===== config.mk =====
export PLATFORM = sky130hd
export DESIGN_NAME = pcs_socket_ctrl
export DESIGN_NICKNAME = d
export VERILOG_FILES = /design/src/pcs_pkg.sv /design/src/pcs_socket_ctrl.sv
export SDC_FILE = /design/constraint.sdc
export NUM_CORES = 1
export LEC_CHECK = 0
export BUFFER_PORTS_ARGS = -buffer_cell sky130_fd_sc_hd__buf_2
export CAP_MARGIN = 25
export CORE_ASPECT_RATIO = 1.5
export CORE_UTILIZATION = 59
export CTS_BUF_LIST = sky130_fd_sc_hd__clkbuf_4
export CTS_CLUSTER_DIAMETER = 40
export DETAILED_ROUTE_END_ITERATION = 10
export PLACE_DENSITY = 0.93
export RECOVER_POWER = 100
export SYNTH_ARGS = -nofsm -noshare
export SYNTH_HDL_FRONTEND = slang
export SYNTH_SLANG_ARGS = --single-unit

===== constraint.sdc =====
create_clock -name ref_clk -period 2.9 [get_ports ref_clk]
set_input_delay 0.58 -clock ref_clk [delete_from_list [all_inputs] [get_ports ref_clk]]
set_output_delay 0.58 -clock ref_clk [all_outputs]
set_load 0.01 [all_outputs]

===== src/pcs_pkg.sv =====
// Purpose: shared constants and types for the card socket control block
// Assumes: 50 MHz ref_clk; one socket per instance
// Notes: strobe timing counts are in ref_clk cycles

package pcs_pkg;

  // ------------------------------------------------------------------
  // timing
  // ------------------------------------------------------------------
  localparam int CLK_PERIOD_NS = 20;
  localparam int STROBE_NS = 100;
  localparam logic [3:0] STROBE_CYC =
    4'((STROBE_NS + CLK_PERIOD_NS - 1) / CLK_PERIOD_NS);
  localparam int CARD_BUS_CLOCK_DIV_FAST = 1;
  localparam logic [3:0] CARD_BUS_CLOCK_HALF_FAST = 4'h1;
  localparam logic [3:0] CARD_BUS_CLOCK_HALF_SLOW = 4'h8;
  localparam logic [3:0] CLKRUN_WARN_CYC = 4'h4;
  // cycles our own clock run drive still echoes through the synchroniser
  localparam logic [1:0] SYNC_HOLD_CYC = 2'h2;

  // ------------------------------------------------------------------
  // reset values and encodings
  // ------------------------------------------------------------------
  localparam logic STROBE_IDLE = 1'b1;

  typedef enum logic [1:0] {
    PCS_CYC_MEM_RD,
    PCS_CYC_MEM_WR,
    PCS_CYC_IO_RD,
    PCS_CYC_IO_WR
  } pcs_cyc_t;

  typedef enum logic [1:0] {
    PCS_VOLT_5V,
    PCS_VOLT_3V3,
    PCS_VOLT_XV,
    PCS_VOLT_YV
  } pcs_volt_t;

  // host side request towards the 16-bit card
  typedef struct packed {
    pcs_cyc_t kind;
    logic attr;
    logic even_en;
    logic odd_en;
  } pcs_req_t;

  // 16-bit card strobes, all active low
  typedef struct packed {
    logic attr_sel_n;
    logic out_en_n;
    logic write_en_n;
    logic io_read_strobe_n;
    logic io_write_strobe_n;
    logic even_byte_select_n;
    logic odd_byte_select_n;
  } pcs_strb_t;

  localparam pcs_strb_t STRB_IDLE = '{default: STROBE_IDLE};

endpackage


===== src/pcs_socket_ctrl.sv =====
// Purpose: one socket's 16-bit strobes and card bus system signals
// Assumes: card_clock_run_n, wait and sense pins are asynchronous
// Notes: card type selects the role of shared pins
//
// Operation
// - attribute select stays high for every common memory access
// - attribute select with memory strobe hits attribute memory, io strobe io
// - socket reset output hard resets the 16-bit card
// - card wait stretches the cycle; controller holds completion meanwhile
// - write enable pulses to latch memory write data
// - card voltage derived from both sense lines together
// - card bus signals sampled on card clock rising edge, listed exceptions
// - card clock at host rate, may slow or stop low
// - controller warns on clock run before slowing card clock
// - card returns to initial state while card bus reset asserted
// - during card bus reset card floats, controller drives valid levels
// - reset asserts anytime, releases synchronous to card clock
// - output enable low for memory reads
// - io read strobe asserted for io reads
// - io write strobe low for io writes
// - first byte select even bytes, second odd bytes

module pcs_socket_ctrl (
  input wire logic ref_clk,
  input wire logic rst_n,
  input wire logic card_is_cardbus,
  input wire logic req_valid,
  output logic req_ready,
  input wire pcs_pkg::pcs_req_t req,
  output logic req_done,
  input wire logic socket_reset_req,
  input wire logic slow_clock_req,
  input wire logic stop_clock_req,
  output pcs_pkg::pcs_strb_t strb,
  output logic card_reset,
  input wire logic card_wait_n,
  input wire logic protect_or_wide,
  output logic write_protected,
  output logic io_port_wide,
  input wire logic voltage_sense_one,
  input wire logic voltage_sense_two,
  output pcs_pkg::pcs_volt_t card_voltage,
  output logic card_bus_clock,
  output logic card_bus_reset_n,
  input wire logic card_clock_run_n_in,
  output logic card_clock_run_n_out,
  output logic card_clock_run_n_oe,
  output logic card_clock_fast_req
);

  // ------------------------------------------------------------------
  // input synchronisers
  // ------------------------------------------------------------------
  logic [4:0] sync1_q;
  logic [4:0] sync2_q;
  wire logic [4:0] raw_in = {card_wait_n, protect_or_wide,
    voltage_sense_one, voltage_sense_two, card_clock_run_n_in};

  // two stages; nothing reads stage one except stage two
  always_ff @(posedge ref_clk or negedge rst_n) begin
    if (!rst_n) begin
      sync1_q <= 5'h1f;
      sync2_q <= 5'h1f;
    end else begin
      sync1_q <= raw_in;
      sync2_q <= sync1_q;
    end
  end

  wire logic wait_s_n = sync2_q[4];
  wire logic prot_s = sync2_q[3];
  wire logic vs1_s = sync2_q[2];
  wire logic vs2_s = sync2_q[1];
  wire logic run_s_n = sync2_q[0];

  // ------------------------------------------------------------------
  // 16-bit cycle engine
  // ------------------------------------------------------------------
  typedef enum logic [1:0] {ST_IDLE, ST_STROBE, ST_WAIT, ST_DONE} pcs_st_t;
  pcs_st_t st_q, st_d;
  pcs_pkg::pcs_req_t cur_q;
  logic [3:0] cnt_q;
  pcs_pkg::pcs_strb_t strb_q, strb_d;

  wire logic pc16_mode = !card_is_cardbus;
  wire logic take = req_valid && req_ready;
  wire logic cnt_end = (cnt_q == 4'h0);
  assign req_ready = (st_q == ST_IDLE) && pc16_mode && !card_reset;
  assign req_done = (st_q == ST_DONE);

  // next state; wait holds the strobe until released
  always_comb begin
    st_d = st_q;
    case (st_q)
      ST_IDLE: if (take) st_d = ST_STROBE;
      ST_STROBE: if (cnt_end) st_d = ST_WAIT;
      ST_WAIT: if (wait_s_n) st_d = ST_DONE;
      ST_DONE: st_d = ST_IDLE;
      default: st_d = ST_IDLE;
    endcase
  end

  // strobe decode from the incoming request, registered on acceptance
  wire logic is_mem = (req.kind == pcs_pkg::PCS_CYC_MEM_RD) ||
    (req.kind == pcs_pkg::PCS_CYC_MEM_WR);
  always_comb begin
    strb_d = strb_q;
    if (take) begin
      strb_d = pcs_pkg::STRB_IDLE;
      strb_d.attr_sel_n = !(req.attr || !is_mem);
      strb_d.out_en_n = (req.kind != pcs_pkg::PCS_CYC_MEM_RD);
      strb_d.write_en_n = (req.kind != pcs_pkg::PCS_CYC_MEM_WR);
      strb_d.io_read_strobe_n = (req.kind != pcs_pkg::PCS_CYC_IO_RD);
      strb_d.io_write_strobe_n = (req.kind != pcs_pkg::PCS_CYC_IO_WR);
      strb_d.even_byte_select_n = !req.even_en;
      strb_d.odd_byte_select_n = !req.odd_en;
    end else if (st_q == ST_WAIT && wait_s_n) begin
      strb_d = pcs_pkg::STRB_IDLE;
    end
  end

  // state, request and strobe registers
  always_ff @(posedge ref_clk or negedge rst_n) begin
    if (!rst_n) begin
      st_q <= ST_IDLE;
      cnt_q <= 4'h0;
      strb_q <= pcs_pkg::STRB_IDLE;
      cur_q <= '0;
    end else begin
      st_q <= st_d;
      strb_q <= strb_d;
      if (take) cur_q <= req;
      if (take) cnt_q <= pcs_pkg::STROBE_CYC - 4'h1;
      else if (!cnt_end) cnt_q <= cnt_q - 4'h1;
    end
  end
  assign strb = strb_q;

  // ------------------------------------------------------------------
  // sense lines and shared protect input
  // ------------------------------------------------------------------
  logic wp_q, wide_q, rst16_q;
  pcs_pkg::pcs_volt_t volt_q;
  wire logic io_cyc = (cur_q.kind == pcs_pkg::PCS_CYC_IO_RD) ||
    (cur_q.kind == pcs_pkg::PCS_CYC_IO_WR);

  // both sense lines decoded as one pair, never separately
  always_ff @(posedge ref_clk or negedge rst_n) begin
    if (!rst_n) begin
      volt_q <= pcs_pkg::PCS_VOLT_5V;
      wp_q <= 1'b0;
      wide_q <= 1'b0;
      rst16_q <= 1'b1;
    end else begin
      volt_q <= pcs_pkg::pcs_volt_t'({vs2_s, vs1_s});
      wp_q <= pc16_mode && !io_cyc && prot_s;
      wide_q <= pc16_mode && io_cyc && st_q != ST_IDLE && !prot_s;
      rst16_q <= pc16_mode && socket_reset_req;
    end
  end
  assign card_voltage = volt_q;
  assign write_protected = wp_q;
  assign io_port_wide = wide_q;
  assign card_reset = rst16_q;

  // ------------------------------------------------------------------
  // card bus clock, clock run and reset
  // ------------------------------------------------------------------
  logic [3:0] div_q, warn_q;
  logic card_bus_clock_q, slow_q, card_bus_reset_n_n_q, card_bus_reset_n_req_q, run_oe_q, fast_q;
  logic [1:0] hold_q;
  wire logic want_slow = slow_clock_req && run_s_n;
  // our own low drive lingers in the synchroniser after release; without
  // the holdoff it would read as a card request and undo the slowdown
  wire logic card_pull = !run_s_n && !run_oe_q && (hold_q == 2'h0);
  wire logic [3:0] half = slow_q ? pcs_pkg::CARD_BUS_CLOCK_HALF_SLOW :
    pcs_pkg::CARD_BUS_CLOCK_HALF_FAST;
  wire logic div_end = (div_q >= half - 4'h1);
  wire logic stopped = stop_clock_req && !card_bus_clock_q && run_s_n;
  wire logic card_bus_clock_rise = div_end && !card_bus_clock_q && !stopped;

  // clock runs at host rate unless slowed after a warning or stopped low on request
  always_ff @(posedge ref_clk or negedge rst_n) begin
    if (!rst_n) begin
      div_q <= 4'h0;
      card_bus_clock_q <= 1'b0;
      slow_q <= 1'b0;
      warn_q <= 4'h0;
      run_oe_q <= 1'b0;
      fast_q <= 1'b0;
      hold_q <= 2'h0;
    end else begin
      div_q <= (div_end || stopped) ? 4'h0 : div_q + 4'h1;
      if (div_end && !stopped) card_bus_clock_q <= !card_bus_clock_q;
      fast_q <= card_is_cardbus && card_pull;
      if (card_pull) slow_q <= 1'b0;
      if (hold_q != 2'h0) hold_q <= hold_q - 2'h1;
      if (want_slow && !slow_q && !run_oe_q) begin
        run_oe_q <= 1'b1;
        warn_q <= pcs_pkg::CLKRUN_WARN_CYC;
      end else if (run_oe_q && warn_q != 4'h0) begin
        warn_q <= warn_q - 4'h1;
      end else if (run_oe_q) begin
        run_oe_q <= 1'b0;
        slow_q <= 1'b1;
        hold_q <= pcs_pkg::SYNC_HOLD_CYC;
      end
    end
  end

  // assert on the next ref_clk edge after the registered request, release only on a card clock rising edge
  always_ff @(posedge ref_clk or negedge rst_n) begin
    if (!rst_n) begin
      card_bus_reset_n_n_q <= 1'b0;
      card_bus_reset_n_req_q <= 1'b1;
    end else begin
      card_bus_reset_n_req_q <= socket_reset_req || !card_is_cardbus;
      if (card_bus_reset_n_req_q) card_bus_reset_n_n_q <= 1'b0;
      else if (card_bus_clock_rise) card_bus_reset_n_n_q <= 1'b1;
    end
  end

  assign card_bus_clock = card_bus_clock_q;
  assign card_bus_reset_n = card_bus_reset_n_n_q;
  assign card_clock_run_n_out = 1'b0;
  assign card_clock_run_n_oe = run_oe_q && card_is_cardbus;
  assign card_clock_fast_req = fast_q;
endmodule


==> flow_summary.toml <==
[status]
status = "finished, final reports clean"

[routing]
via_per_inst = 5.63
dr.pass1.iters = 4
top_layer = "met4"
routed-via-count = 1296
avgRoutedWirePerCell_um = 15.6
final_antenna_net_count = 0
routed-wl-met3_um = 128
drt-met1-wl_mm = 1.39
routed-wl-met2_mm = 1.93
wl_mm = 3.60
drc = 0
first_iter_violations = 49

[yosys]
syn-instance-count = 152
ys_seq_area_frac = 0.603
syn_nets = 180
synthArstFlopShare = 1.00
synth_area_um2 = 1910
ys_warn_count = 0
synth_edf_count = 0
ys_types = 48
avgSynthCellArea_um2 = 12.6
synth_ff_type = "dfrtp_1"
ys_ff_latch = 45

[floorplanning]
dieArea_um2 = 3470
rows = 24
die_w_um = 48.4
ios = 36
die_h_um = 71.7
fp.coreArea_um2 = 3000
start_util = 0.635

[finish]
final_nets = 218
n_antenna_cell = 0
fin_util = 0.721
syn_to_final_growth_pct = 13.5
fin_area_um2 = 2170
layout-drive-gt1-share = 0.262

[cts]
clkSinkCount = 45
worstSkewPairLatency_ns = 0.36
clkTransAtPathRegs_ns = 0.14
cts-resized-gates = 0
cts_root_buf = "clkbuf_4"
postCtsHoldBufs = 0
numCtsBuffers = 5
clockBufferDepth = 2
cts_post_setup_buffers_inserted = 0
cts_tree = "yes"
htreeDepth = 2

[sta]
setup_viol = 0
tns_ns = 0
timing.slew.headroom = 0.603
hold_viol = 0
maxSlewViolCount = 0
rsz0062_at_grt = "false"
max_freq_ghz = 0.467
tightestPinTransition_ns = 0.596
skew_ns = 0.0214
period_needed_ns = 2.14
worst_slack_ns = 0.760
min_period_over_period = 0.738

[global_routing]
grt_max_degree = 46
grt_usage = 0.238
grt_overflow_total = 0
antenna_found_initial = 0
grt_pass1_wl_mm = 6.10
grt_pass1_vias = 1335

[placed_design]
port_buffers = 34
finalWeightedCongestion = 0.756
dpl.hpwl_mm = 2.64
place_ws_ns = 1.14
placedInstanceArea_um2 = 2090

[flow_run]
maxCapViolCount = 0

[critical_path]
crit_path_max_fanout = 5
crit_path_start_kind = "flip-flop"
cp.required_ns = 2.32
critPathKind = "flip-flop to output pin"
cp-end-kind = "output pin"
reg2reg_setup_slack_ns = 1.00
worstPathArrival_ns = 1.56

[pwr]
p_leak_nw = 0.993
power_density_nw_per_um2 = 1040
ir_drop_uv = 647

[worst_hold_path]
hold_path.class = "input port to async pin"
==> cell usage after synthesis (all sizes together) (2+ instances only) <==
| cell type | n | area [µm²] |
|---|---|---|
| a211oi | 2 | 20.0 |
| inv | 11 | 41.3 |
| nor3 | 8 | 45.0 |
| and2 | 3 | 21.3 |
| nor2 | 9 | 36.3 |
| a21oi | 5 | 28.8 |
| nand2 | 7 | 28.8 |
| nor3b | 2 | 20.0 |
| a31oi | 5 | 31.3 |
| and3 | 3 | 23.8 |
| nand3 | 4 | 20.0 |
| o21ai | 7 | 38.8 |
| nor2b | 2 | 12.5 |
| ha | 11 | 138 |
| nand2b | 3 | 18.8 |
| xnor2 | 2 | 17.5 |
| dfrtp | 26 | 651 |
| buf | 3 | 30.0 |
| dfstp | 19 | 499 |
| a22o | 2 | 17.5 |
| mux2 | 3 | 37.5 |
==> critical path, cell delays in order, from the launching register on <==
cell	delay, ns
dfrtp_1	0.45
inv_1	0.14
ha_1	0.25
and2_2	0.20
clkbuf_1	0.15
==> layout make-up <==
type | count | area (µm²)
clock inverter | 3 | 68.8
timing repair buffer | 35 | 171
sequential | 45 | 1150
clock buffer | 5 | 37.5
tap | 39 | 48.8
multi-input combinational | 92 | 648
fill | 210 | 837
inverter | 11 | 41.3
==> final timing paths <==
path / start / end / depth (start not counted)
worst max-delay path: st_q[0] / req_ready / 4
worst max register to register: st_q[0] / cur_q[4] / 4
worst min-delay path: rst_n / cur_q[4] / 2
worst min register to register: sync1_q[1] / sync2_q[1] / 0
max in group asynchronous: rst_n / card_bus_reset_n_req_q / 2
min in group ref_clk: card_clock_run_n_in / sync1_q[0] / 1
==> placed cells by master, fill, tap and decap left out, types with 6 or more instances in the layout <==
cell	n
dfstp_1	6
inv_1	11
clkbuf_1	15
dfrtp_1	26
nor3_1	8
o21ai_0	7
nor2_1	8
buf_2	19
nand2_1	6
ha_1	11
dfstp_2	13
==> where the power goes <==
part	switching, W	total [W]	internal, W	leakage, nW
Clock	0.000197	0.000468	0.000271	0.0558
Combinational	0.000434	0.000786	0.000351	0.416
Sequential	0.000155	0.000995	0.000839	0.521
==> metal layers <==
metal / global-route usage / up-vias
li1: - / 597
met3: 0.0616 / 17
met2: 0.407 / 38
met4: 0.150 / 0
met5: 0 / -
met1: 0.263 / 644
==> kinds of logic after synthesis <==
family,Yosys count,share of synthesized area
and+or+nand+nor,48,0.152
adders and majority gates,11,0.0721
other,1,0.00197
muxes,4,0.0249
xor gates and xnor gates,3,0.0138
buffers and inverters,15,0.0393
DFF,45,0.603
AOI/OAI and AO/OA,25,0.0931
==> state kept, by name (all words and copies together), names as in the netlist, 4 cells and up <==
register,flops
warn_q,4
sync2_q,5
strb,7
sync1_q,5
div_q,4
cnt_q,4
==> stage by stage <==
stage | total power (W) | hold slack (ns) | std cells
2_1_floorplan | 0.00157 | 0.284 | 152
3_3_place_gp | 0.00172 | 0.345 | 221
3_5_place_dp | 0.00183 | 0.349 | 221
4_1_cts | 0.00231 | 0.288 | 229
5_1_grt | 0.00239 | 0.226 | 230
6_report | 0.00225 | 0.209 | 230
Power figures use the tool's default switching activity.
